--- config.mk ---
export PLATFORM = sky130hd
export DESIGN_NAME = write_path_control
export DESIGN_NICKNAME = d
export VERILOG_FILES = /design/src/hw/wpc_pkg.sv /design/src/hw/flux_resolver.sv /design/src/hw/write_path_control.sv
export SDC_FILE = /design/constraint.sdc
export NUM_CORES = 1
export LEC_CHECK = 0
export BUFFER_PORTS_ARGS = -buffer_cell sky130_fd_sc_hd__buf_2
export CAP_MARGIN = 20
export CELL_PAD_IN_SITES_DETAIL_PLACEMENT = 1
export CELL_PAD_IN_SITES_GLOBAL_PLACEMENT = 1
export CORE_MARGIN = 8
export CORE_UTILIZATION = 43
export CTS_CLUSTER_SIZE = 40
export DETAILED_ROUTE_END_ITERATION = 8
export PLACE_DENSITY_LB_ADDON = 0.1
export SLEW_MARGIN = 20
export SYNTH_ARGS = -nofsm -noshare
export SYNTH_HDL_FRONTEND = slang
export SYNTH_SLANG_ARGS = --single-unit
--- constraint.sdc ---
create_clock -name mclk -period 6 [get_ports mclk]
set_clock_uncertainty 0.2 [all_clocks]
set_input_delay 1.2 -clock mclk [delete_from_list [all_inputs] [get_ports mclk]]
set_output_delay 1.2 -clock mclk [all_outputs]
set_load 0.02 [all_outputs]
--- src/hw/wpc_pkg.sv ---
// constants shared by the write path control block
package wpc_pkg;

	// clock and bit cell timing, in picoseconds
	localparam int CLK_PERIOD_PS = 4000;
	localparam int CELL_PS_5M0   = 200000;
	localparam int CELL_PS_4M84  = 206600;

	// write current converter code limits and stepping
	localparam logic [6:0] WC_CODE_MIN   = 7'h00;
	localparam logic [6:0] WC_CODE_MAX   = 7'h53;
	localparam int         WC_STEP_SHIFT = 3;

	// register bus geometry
	localparam int ADDR_W = 5;
	localparam int DATA_W = 32;
	localparam int CYL_W  = 10;

	// register byte offsets
	localparam logic [ADDR_W-1:0] REG_CYL    = 5'h00;
	localparam logic [ADDR_W-1:0] REG_CTRL   = 5'h04;
	localparam logic [ADDR_W-1:0] REG_STATUS = 5'h08;
	localparam logic [ADDR_W-1:0] REG_WCODE  = 5'h0C;
	localparam logic [ADDR_W-1:0] REG_RDCNT  = 5'h10;
	localparam logic [ADDR_W-1:0] REG_WRCNT  = 5'h14;

	// control register fields
	localparam int CTRL_CLR_BIT     = 0;
	localparam int CTRL_INHIBIT_BIT = 1;

	// status register fields
	localparam int STAT_UNSAFE_BIT = 0;
	localparam int STAT_WMODE_BIT  = 1;
	localparam int STAT_WCUR_BIT   = 2;
	localparam int STAT_RAW_BIT    = 3;

	// reset values
	localparam logic [CYL_W-1:0] CYL_RESET  = 10'h000;
	localparam logic [15:0]      CNT_RESET  = 16'h0000;
	localparam logic [2:0]       HEAD_RESET = 3'h0;

	// encoder states
	typedef enum logic [1:0] {
		ENC_IDLE = 2'b00,
		ENC_RUN  = 2'b01
	} enc_state_t;

endpackage

--- src/hw/flux_resolver.sv ---
// one resolving flip-flop of the read qualifier
`timescale 1ns/1ps
`default_nettype none

module flux_resolver #(
	parameter logic EDGE_LEVEL = 1'b1
) (
	input  wire logic mclk,
	input  wire logic resetn,
	input  wire logic hi_res,
	input  wire logic lo_res,
	input  wire logic blank,
	output logic      hit
);

	logic hi_prev_reg;
	logic hit_reg;

	// last high resolution level; follows the pin through reset
	// so a comparator idling high gives no false edge after reset
	always_ff @(posedge mclk) begin
		hi_prev_reg <= hi_res;
	end

	// high res edge clocks, low res level enables
	// a lone high res wiggle without low res agreement is dropped
	always_ff @(posedge mclk) begin
		if (!resetn) begin
			hit_reg <= 1'b0;
		end else begin
			hit_reg <= !blank && (hi_res == EDGE_LEVEL) && (hi_prev_reg != EDGE_LEVEL)
				&& (lo_res == EDGE_LEVEL);
		end
	end

	assign hit = hit_reg;

endmodule // flux_resolver

`default_nettype wire

--- src/hw/write_path_control.sv ---
// write path control: cell encoder, write gating, unsafe latch, read qualifier
//
// Functional notes
// innermost tracks load write current code zero
// outermost tracks load write current code 83
// code follows cylinder, steps every eight tracks
// capture write data only while gate asserted
// write data leaves as true/inverted pair
// write select output is active low
// select inactive keeps preamp in read mode
// write data driver disconnected when not writing
// unsafe indication kills write current immediately
// preamp unsafe report sets sticky latch
// latch holds select, current, enable off
// high res clocks, low res enables resolvers
// resolver outputs ORed into one pulse
// qualified pulses go to decoding logic
// read clamp asserted throughout write mode
// 5.0 Mbit/s variant: 200 ns cells
// data one: transition at mid cell
// zero: end-of-cell transition unless next one
// no forced boundary transitions; 1 to 0.5/bit
// 4.84 Mbit/s variant: 206.6 ns cells; the code truncates to 51 clocks, 204 ns
// controller holds write enable low whole write
// head selection settled before writing enabled
// simultaneous unsafe and clear leaves latch set
// reset clears latch, select inactive
//
// The strobed register port and the register addresses are this design's own decisions.
`timescale 1ns/1ps
`default_nettype none

module write_path_control
	import wpc_pkg::*;
#(
	parameter int RATE_SEL = 0
) (
	input  wire logic              mclk,
	input  wire logic              resetn,
	input  wire logic [ADDR_W-1:0] reg_addr,
	input  wire logic [DATA_W-1:0] reg_wdata,
	input  wire logic              reg_wr,
	input  wire logic              reg_rd,
	output logic      [DATA_W-1:0] reg_rdata,
	input  wire logic              write_enable_n,
	input  wire logic              wr_bit,
	input  wire logic              wr_bit_valid,
	input  wire logic [2:0]        head_sel,
	input  wire logic              unsafe_n,
	input  wire logic              unsafe_clear,
	input  wire logic              hi_res_cmp,
	input  wire logic              lo_res_cmp,
	output logic                   write_select_n,
	output logic                   wd_true,
	output logic                   wd_inv,
	output logic                   wd_drive_en,
	output logic                   wcur_en,
	output logic      [6:0]        wcur_code,
	output logic      [2:0]        head_out,
	output logic                   read_clamp,
	output logic                   read_pulse,
	output logic                   unsafe_out
);

	// cell timing, derived from the printed cell widths
	localparam int CELL_PS  = (RATE_SEL == 0) ? CELL_PS_5M0 : CELL_PS_4M84;
	localparam int CELL_CYC = CELL_PS / CLK_PERIOD_PS;
	localparam int HALF_CYC = CELL_CYC / 2;
	localparam logic [7:0] CELL_LAST = 8'(CELL_CYC - 1);
	localparam logic [7:0] CELL_HALF = 8'(HALF_CYC);

	// refuse variants the cell counter cannot serve
	generate
		if (RATE_SEL < 0 || RATE_SEL > 1) begin : g_bad_rate
			$error("RATE_SEL must be 0 or 1");
		end
		if (CELL_CYC < 2 || CELL_CYC > 255) begin : g_bad_cell
			$error("cell length out of counter range");
		end
	endgenerate

	// software state
	logic [CYL_W-1:0]  cyl_reg;
	logic              inhibit_reg;
	logic              clr_pulse_reg;
	logic [DATA_W-1:0] rdata_reg;
	logic [15:0]       rd_cnt_reg;
	logic [15:0]       wr_cnt_reg;

	// write side state
	logic        unsafe_latch_reg;
	logic        wmode_reg;
	logic        wsel_n_reg;
	logic        wcur_en_reg;
	logic [6:0]  wcode_reg;
	logic [6:0]  wcode_next;
	logic [2:0]  head_reg;
	logic        data_ff_reg;
	logic        cur_bit_reg;
	logic        flux_reg;
	logic        flux_inv_reg;
	logic        drive_en_reg;
	logic        clamp_reg;
	logic [7:0]  cell_cnt_reg;
	enc_state_t  enc_state_reg;

	// read side
	logic        hit_rise;
	logic        hit_fall;
	logic        rpulse_reg;

	// unsafe and write request, combinational view of the pins
	logic        unsafe_now;
	logic        gate_req;
	logic        write_ok;
	logic [CYL_W-WC_STEP_SHIFT-1:0] cyl_group;

	assign unsafe_now = !unsafe_n;
	assign gate_req   = !write_enable_n;
	assign write_ok   = gate_req && !inhibit_reg && !unsafe_latch_reg && !unsafe_now;
	assign cyl_group  = cyl_reg[CYL_W-1:WC_STEP_SHIFT];

	// register writes; the clear bit is a self-clearing pulse
	always_ff @(posedge mclk) begin
		if (!resetn) begin
			cyl_reg       <= CYL_RESET;
			inhibit_reg   <= 1'b0;
			clr_pulse_reg <= 1'b0;
		end else begin
			clr_pulse_reg <= 1'b0;
			if (reg_wr && reg_addr == REG_CYL) begin
				cyl_reg <= reg_wdata[CYL_W-1:0];
			end
			if (reg_wr && reg_addr == REG_CTRL) begin
				inhibit_reg   <= reg_wdata[CTRL_INHIBIT_BIT];
				clr_pulse_reg <= reg_wdata[CTRL_CLR_BIT];
			end
		end
	end

	// read data, valid only in the cycle after the strobe
	always_ff @(posedge mclk) begin
		if (!resetn) begin
			rdata_reg <= '0;
		end else if (reg_rd) begin
			case (reg_addr)
				REG_CYL: begin
					rdata_reg <= {{(DATA_W-CYL_W){1'b0}}, cyl_reg};
				end
				REG_CTRL: begin
					rdata_reg <= {{(DATA_W-2){1'b0}}, inhibit_reg, 1'b0};
				end
				REG_STATUS: begin
					rdata_reg <= {{(DATA_W-4){1'b0}}, unsafe_now, wcur_en_reg,
						wmode_reg, unsafe_latch_reg};
				end
				REG_WCODE: begin
					rdata_reg <= {{(DATA_W-7){1'b0}}, wcode_reg};
				end
				REG_RDCNT: begin
					rdata_reg <= {{(DATA_W-16){1'b0}}, rd_cnt_reg};
				end
				REG_WRCNT: begin
					rdata_reg <= {{(DATA_W-16){1'b0}}, wr_cnt_reg};
				end
				default: begin
					rdata_reg <= '0; // unmapped reads as zero
				end
			endcase
		end else begin
			rdata_reg <= '0;
		end
	end

	// write current code from cylinder: cylinder 0 is the outer edge
	// saturates so any cylinder past the last group still gets minimum
	always_comb begin
		if (cyl_group >= (CYL_W-WC_STEP_SHIFT)'(WC_CODE_MAX)) begin
			wcode_next = WC_CODE_MIN;
		end else begin
			wcode_next = WC_CODE_MAX - cyl_group[6:0];
		end
	end

	// registered so the converter never sees a half-updated code
	always_ff @(posedge mclk) begin
		if (!resetn) begin
			wcode_reg <= WC_CODE_MIN;
		end else begin
			wcode_reg <= wcode_next;
		end
	end

	// sticky unsafe latch; a new fault beats a clear in the same cycle
	always_ff @(posedge mclk) begin
		if (!resetn) begin
			unsafe_latch_reg <= 1'b0;
		end else if (unsafe_now) begin
			unsafe_latch_reg <= 1'b1;
		end else if (unsafe_clear || clr_pulse_reg) begin
			unsafe_latch_reg <= 1'b0;
		end
	end

	// write current level: dropped on the first cycle of unsafe
	always_ff @(posedge mclk) begin
		if (!resetn) begin
			wcur_en_reg <= 1'b0;
		end else begin
			wcur_en_reg <= write_ok;
		end
	end

	// write mode, select and clamp move together
	always_ff @(posedge mclk) begin
		if (!resetn) begin
			wmode_reg  <= 1'b0;
			wsel_n_reg <= 1'b1;
			clamp_reg  <= 1'b0;
		end else begin
			wmode_reg  <= write_ok;
			wsel_n_reg <= !write_ok;
			clamp_reg  <= write_ok;
		end
	end

	// head is frozen for the whole write so the preamp never switches mid-write
	always_ff @(posedge mclk) begin
		if (!resetn) begin
			head_reg <= HEAD_RESET;
		end else if (!gate_req && !wmode_reg) begin
			head_reg <= head_sel;
		end
	end

	// incoming write data bit, taken only under the gate
	always_ff @(posedge mclk) begin
		if (!resetn) begin
			data_ff_reg <= 1'b0;
		end else if (gate_req && wr_bit_valid) begin
			data_ff_reg <= wr_bit;
		end
	end

	// cell encoder: one cell per CELL_CYC clocks while writing
	always_ff @(posedge mclk) begin
		if (!resetn) begin
			enc_state_reg <= ENC_IDLE;
			cell_cnt_reg  <= 8'h00;
			cur_bit_reg   <= 1'b1;
			flux_reg      <= 1'b0;
			flux_inv_reg  <= 1'b1;
		end else begin
			case (enc_state_reg)
				ENC_IDLE: begin
					cell_cnt_reg <= 8'h00;
					cur_bit_reg  <= 1'b1; // no boundary flip on the first cell
					if (write_ok) begin
						enc_state_reg <= ENC_RUN;
					end
				end
				ENC_RUN: begin
					if (!write_ok) begin
						enc_state_reg <= ENC_IDLE;
					end else if (cell_cnt_reg == 8'h00) begin
						// boundary: flip only between two zeros
						if (!cur_bit_reg && !data_ff_reg) begin
							flux_reg     <= !flux_reg;
							flux_inv_reg <= !flux_inv_reg;
						end
						cur_bit_reg  <= data_ff_reg;
						cell_cnt_reg <= cell_cnt_reg + 8'h01;
					end else begin
						// mid cell: a one flips the flux
						if (cell_cnt_reg == CELL_HALF && cur_bit_reg) begin
							flux_reg     <= !flux_reg;
							flux_inv_reg <= !flux_inv_reg;
						end
						if (cell_cnt_reg == CELL_LAST) begin
							cell_cnt_reg <= 8'h00;
						end else begin
							cell_cnt_reg <= cell_cnt_reg + 8'h01;
						end
					end
				end
				default: begin
					enc_state_reg <= ENC_IDLE;
				end
			endcase
		end
	end

	// differential driver; disconnected outside write mode
	always_ff @(posedge mclk) begin
		if (!resetn) begin
			drive_en_reg <= 1'b0;
		end else begin
			drive_en_reg <= write_ok && (enc_state_reg == ENC_RUN);
		end
	end

	// cells written, wraps; a cheap activity check for software
	always_ff @(posedge mclk) begin
		if (!resetn) begin
			wr_cnt_reg <= CNT_RESET;
		end else if (enc_state_reg == ENC_RUN && write_ok && cell_cnt_reg == 8'h00) begin
			wr_cnt_reg <= wr_cnt_reg + 16'h0001;
		end
	end

	// rising and falling flux resolvers
	flux_resolver #(
		.EDGE_LEVEL(1'b1)
	) u_res_rise (
		.mclk  (mclk),
		.resetn(resetn),
		.hi_res(hi_res_cmp),
		.lo_res(lo_res_cmp),
		.blank (clamp_reg),
		.hit   (hit_rise)
	);

	flux_resolver #(
		.EDGE_LEVEL(1'b0)
	) u_res_fall (
		.mclk  (mclk),
		.resetn(resetn),
		.hi_res(hi_res_cmp),
		.lo_res(lo_res_cmp),
		.blank (clamp_reg),
		.hit   (hit_fall)
	);

	// one pulse per qualified transition, to the decoder
	always_ff @(posedge mclk) begin
		if (!resetn) begin
			rpulse_reg <= 1'b0;
		end else begin
			rpulse_reg <= hit_rise || hit_fall;
		end
	end

	// read pulse count, wraps
	always_ff @(posedge mclk) begin
		if (!resetn) begin
			rd_cnt_reg <= CNT_RESET;
		end else if (rpulse_reg) begin
			rd_cnt_reg <= rd_cnt_reg + 16'h0001;
		end
	end

	// outputs, all from flip-flops
	assign reg_rdata      = rdata_reg;
	assign write_select_n = wsel_n_reg;
	assign wd_true        = flux_reg;
	assign wd_inv         = flux_inv_reg;
	assign wd_drive_en    = drive_en_reg;
	assign wcur_en        = wcur_en_reg;
	assign wcur_code      = wcode_reg;
	assign head_out       = head_reg;
	assign read_clamp     = clamp_reg;
	assign read_pulse     = rpulse_reg;
	assign unsafe_out     = unsafe_latch_reg;

endmodule // write_path_control

`default_nettype wire

* Yosys cells after proc, flatten, opt, wreduce, memory -nomap -nowiden *
Index checks and enable logic that the tools add are counted.

storage, ports and cells
  input bits = 51
  word-level logic and storage cells = 105
  flip-flop bits (word level) = 108

operators by class
  multiplexer cells = 19
  $lt $le $gt $ge = 1
  equal/unequal tests = 14
  $add $sub $neg = 4
  bitwise operators = 4
  reduce and logical (&&, ||, !) cells = 41

operators with widths
  kind                   count
  $pmux 16 s6            1
  $add 16x1->16 const B  2
  $mux 8                 3
  $logic_and 1x1->1      17
  $pmux 8 s2             1
  $eq 5x4->1 const B     2
  $eq 5x5->1 const B     2
  $logic_not 1->1        10
  $mux 1                 10
  $add 8x1->8 const B    1
  $eq 8x5->1 const B     1
  $eq 8x6->1 const B     1
  $logic_not 8->1        1
  $ne 2x2->1 const B     4
  $reduce_and 2->1       4
  $ge 7x7->1 const B     1
  $sub 7x7->7 const A    1
  $eq 5x3->1 const B     1
  $logic_not 5->1        1
  $mux 2                 2
  $ne 2x1->1 const B     2
  $not 1->1              4
  $pmux 2 s2             1
  $reduce_and 4->1       1
  other kinds (7)        9

* Depth between registers and ports, before layout *
  depth after elaboration = 6
  mapped depth = 8
  gate-level depth less buffers = 7

* By module *
Synthesis repeated with hierarchy kept, for this count alone.

second synthesis, totals
  cell total of the unflattened synthesis = 446
  area total of the unflattened synthesis = 3,990.1 um2

by module, submodules not included
  module                      area an instance (um2)  sequential area each (um2)  instances  cells each
  write_path_control          3,881.2                 1,761.7                     1          438
  flux_resolver (u_res_fall)  56.3                    40.0                        1          4
  flux_resolver (u_res_rise)  52.6                    40.0                        1          4

* Worst setup path after synthesis *
No wires, ideal clock.

  path kind = input port to flip-flop
  start = input port write_enable_n
  end = register wr_cnt_reg[13]
  slack = 2.952 ns
  stages on the path = 7
  buffers on the path = 1
  arrival time = 2.777 ns
  library setup time = 0.070 ns
  path through = nor4b_1 -> ha_1 -> nor2b_1 -> nand4_2 -> buf_6 -> or4_1 -> a21oi_1

between the ends
  longest elaborated chain between the ends = 6

ends and longest elaborated chain
  item                             RTL line                   source
  start: declaration               write_path_control.sv:45   input wire logic write_enable_n,
  $logic_not 1->1                  write_path_control.sv:119  assign gate_req = !write_enable_n;
  $logic_and 1x1->1 (3 in series)  write_path_control.sv:120  assign write_ok = gate_req && !inhibit_reg && !unsafe_latch_reg && !unsafe_now;
  $logic_and 1x1->1 (2 in series)  write_path_control.sv:306  end else if (enc_state_reg == ENC_RUN && write_ok && cell_cnt_reg == 8'h00) begin
  end signal: assignment           write_path_control.sv:307  wr_cnt_reg <= wr_cnt_reg + 16'h0001;
  end: declaration                 write_path_control.sv:88   logic [15:0] wr_cnt_reg;

No other way between the ends.
A chain may end at the register's enable or synchronous reset.

* Final worst setup path *
  start = input port unsafe_n
  end = register wr_cnt_reg[12]

between the ends
  longest elaborated chain between the ends = 3

ends and longest elaborated chain
  item                             RTL line                   source
  start: declaration               write_path_control.sv:49   input wire logic unsafe_n,
  $logic_and 1x1->1                write_path_control.sv:120
  via write_ok                     write_path_control.sv:115  logic write_ok;
  $logic_and 1x1->1 (2 in series)  write_path_control.sv:306

The timed path passes the listed nets, and every way through them passes these cells.

==> impl_metrics.tcl <==
set metrics [dict create \
    drc_errors 0 \
    synth_top_cell_by_area "dfxtp_1" \
    hold_path.class "reg -> reg" \
    path_class "in -> reg" \
    yosysUniqueCellTypes 48 \
    power_density_mw_per_mm2 248 \
    initial_utilization_pct 43.4 \
    synth.top_cell.area_share_pct 43.7 \
    p_switching_w 0.000306 \
    critPathMaxFanout 8 \
    antennaDiodeCount 0 \
    worstSetupStartpointType "input pin" \
    routabilityCongestion 0.784 \
    multiInputGateArea_mm2 0.00212 \
    grt_max_degree 34 \
    drt_iter0_drc 109 \
    nFillCells 1166 \
    die_h_um 114 \
    p_int_w 0.000847 \
    seq_area_mm2 0.00182 \
    hpwl_um 7750 \
    cts_tree "done" \
    cap_violations 0 \
    cts_resized 0 \
    grt_setup_unrepaired "no" \
    p_leak_nw 1.85 \
    ant_nets 0 \
    arrival_ps 3350 \
    post_drt_wl_per_cell_um 15.8 \
    clkTransAtPathRegs_ps 90 \
    fin_setup_tns_ps 0 \
    dieArea_mm2 0.0131 \
    crit_chain "buf_2 -> nor4b_1 -> ha_1 -> nor4b_2 -> nand4_1 -> or3_1 -> a21oi_1" \
    synth_seq_cells 91 \
    synth.cell_area_mm2 0.00417 \
    nets 580 \
    period_share_pct 54.3 \
    grt_pass1_vias 3619 \
    cts_sinks 91 \
    max_stage_delay_ps 450 \
    die_w_um 114 \
    antenna_found_initial 0 \
    dr.pass1.iters 4 \
    stdcell_count 658 \
    slowest_stage "or3_1" \
    critPathCaptureType "register" \
    ios 101 \
    vias 3424 \
    hold_violations 0 \
    worstPathRequired_ps 6090 \
    peakVddDrop_mv 0.136 \
    htree_levels 3 \
    whs_ps 211 \
    grt_pass1_wl_um 17500 \
    numCtsBuffers 9 \
    clk_path_buf_depth 2 \
    synth_seq_area_share_pct 43.7 \
    worstMarginPinSlew_ps 868 \
    fin_crit_ps 3260 \
    grt_usage_pct 16.6 \
    power.total_w 0.00115 \
    combPwrFrac_pct 11.3 \
    grt_overflow 0 \
    via_per_inst 5.20 \
    clockPowerShare_pct 33.9 \
    num_rows 36 \
    outcome "finished, final reports clean" \
    synth_area_per_cell_um2 8.83 \
    area_growth_pct 11.5 \
    dp_cells 643 \
    post-cts-setup-buffer-count 0 \
    switching_share_pct 26.5 \
    fin_util_pct 48.4 \
    setup_viol 0 \
    slew_headroom_pct 41.7 \
    share_seq_of_total_power_pct 54.9 \
    ys_warn_count 0 \
    cts_hold_buf 0 \
    cts-root-buf "clkbuf_8" \
    layout-drive-gt1-share_pct 18.1 \
    synthCells 472 \
    numPortBuffers 62 \
    clock_latency_ps 350 \
    fmax_mhz 307 \
    synth_top_cells_by_area "dfxtp_1 44%, nor2_1 5.0%, mux2i_1 4.8%, nand2_1 4.4%, a21oi_1 4.1%" \
    coreArea_mm2 0.00959 \
    wirelength_um 10400 \
    final_max_slew_viol_count 0 \
]
## stage by stage
step	instance area (µm²)	setup WS (ps)
finish	4650	2740
global route	4650	2530
CTS	4650	2810
floorplan	4220	2950
detailed placement	4470	2440
global placement	4470	2500
## power by group through the flow
stage	Combinational, W	Clock, W	Sequential (W)
floorplan	0.0000962	0	0.000649
global placement	0.000125	0	0.000647
detailed placement	0.000129	0	0.000647
CTS	0.000131	0.000401	0.000633
global route	0.000145	0.000434	0.000636
finish	0.000130	0.000390	0.000633
## cells in the mapped netlist, drive strengths merged
cell type,instances
nand3b,3
o31ai,5
mux2,11
a21boi,1
o21bai,1
ha,8
dfxtp,91
or3,8
a22oi,6
conb,1
or4b,1
nor3,6
a21oi,34
nor2b,5
or4,4
nand2,49
xnor2,12
nand4,13
buf,25
and3,7
nand2b,8
and4b,2
and2,2
nand4b,2
nand3,20
nor4b,4
inv,12
o21a,1
mux2i,20
o21ai,13
clkbuf,15
and4,4
o211ai,1
nor2,56
or2,1
a32oi,2
nor3b,1
a22o,1
nor4,4
xor2,12
## path summary, 6_finish.rpt
check	to	startpoint	slack [ps]	cells past startpoint
min reg2reg	u_res_rise.hit	u_res_fall.hi_prev_reg	210	1
min	u_res_rise.hit	u_res_fall.hi_prev_reg	210	1
max	wr_cnt_reg[12]	unsafe_n	2740	7
max reg2reg	wr_cnt_reg[12]	unsafe_out	3320	6
## logic make-up (layout without fill, tap and decap cells)
kind of cell             count (synthesis)  count (layout)  synth area share (%)
AND/OR/NAND/NOR                        200             200                  25.2
AO/OA/AOI/OAI                           65              65                  8.98
other                                    1              16                0.0900
buffers and inverters                   52              90                  6.81
flip-flops                              91              91                  43.7
adder cells (fa/ha/maj)                  8               8                  2.40
XOR/XNOR                                24              24                  5.04
multiplexers                            31              31                  7.78
## critical path: cells and delay by family
| kind | cells | cell delay (ps) |
|---|---|---|
| AO/OA/AOI/OAI | 1 | 150 |
| adder cells (fa/ha/maj) | 1 | 320 |
| buffers and inverters | 1 | 130 |
| AND/OR/NAND/NOR | 4 | 1530 |
## cells in the final DEF (no fill, tap or decap), types with 2 or more instances in the layout
cell,Yosys,final
a21oi_1,34,34
a22oi_1,6,6
a32oi_1,2,2
and2_1,2,2
and3_1,7,7
and4_1,4,4
and4b_1,2,2
buf_2,4,62
clkbuf_8,0,12
clkinv_2,0,2
conb_1,1,16
dfxtp_1,91,91
ha_1,8,8
inv_1,12,12
mux2_2,11,11
mux2i_1,20,20
nand2_1,49,49
nand2b_1,8,8
nand3_1,20,20
nand3b_1,3,3
nand4_1,11,11
nand4_2,2,2
nand4b_1,2,2
nor2_1,56,56
nor2b_1,5,5
nor3_1,5,5
nor4_1,4,4
nor4b_1,2,2
nor4b_2,2,2
o21ai_0,12,12
o31ai_1,5,5
or3_1,8,8
or4_1,4,4
xnor2_1,12,12
xor2_1,12,12
## final cells by class
class | instances | area share [%]
Sequential cell | 91 | 39.2
Multi-Input combinational cell | 344 | 45.6
Tap cell | 133 | 3.58
Inverter | 12 | 0.969
Timing Repair Buffer | 63 | 6.84
Clock inverter | 2 | 0.215
Clock buffer | 13 | 3.63
## metal layers
layer  vias to the layer above  routed length [µm]  GRT usage [%]
met4                         0                 123           4.88
li1                       1694                   -              -
met3                        12                 477           4.17
met2                        75                4970           27.9
met1                      1643                4840           20.4
met5                         -                   0              0
Power figures use the tool's default switching activity.
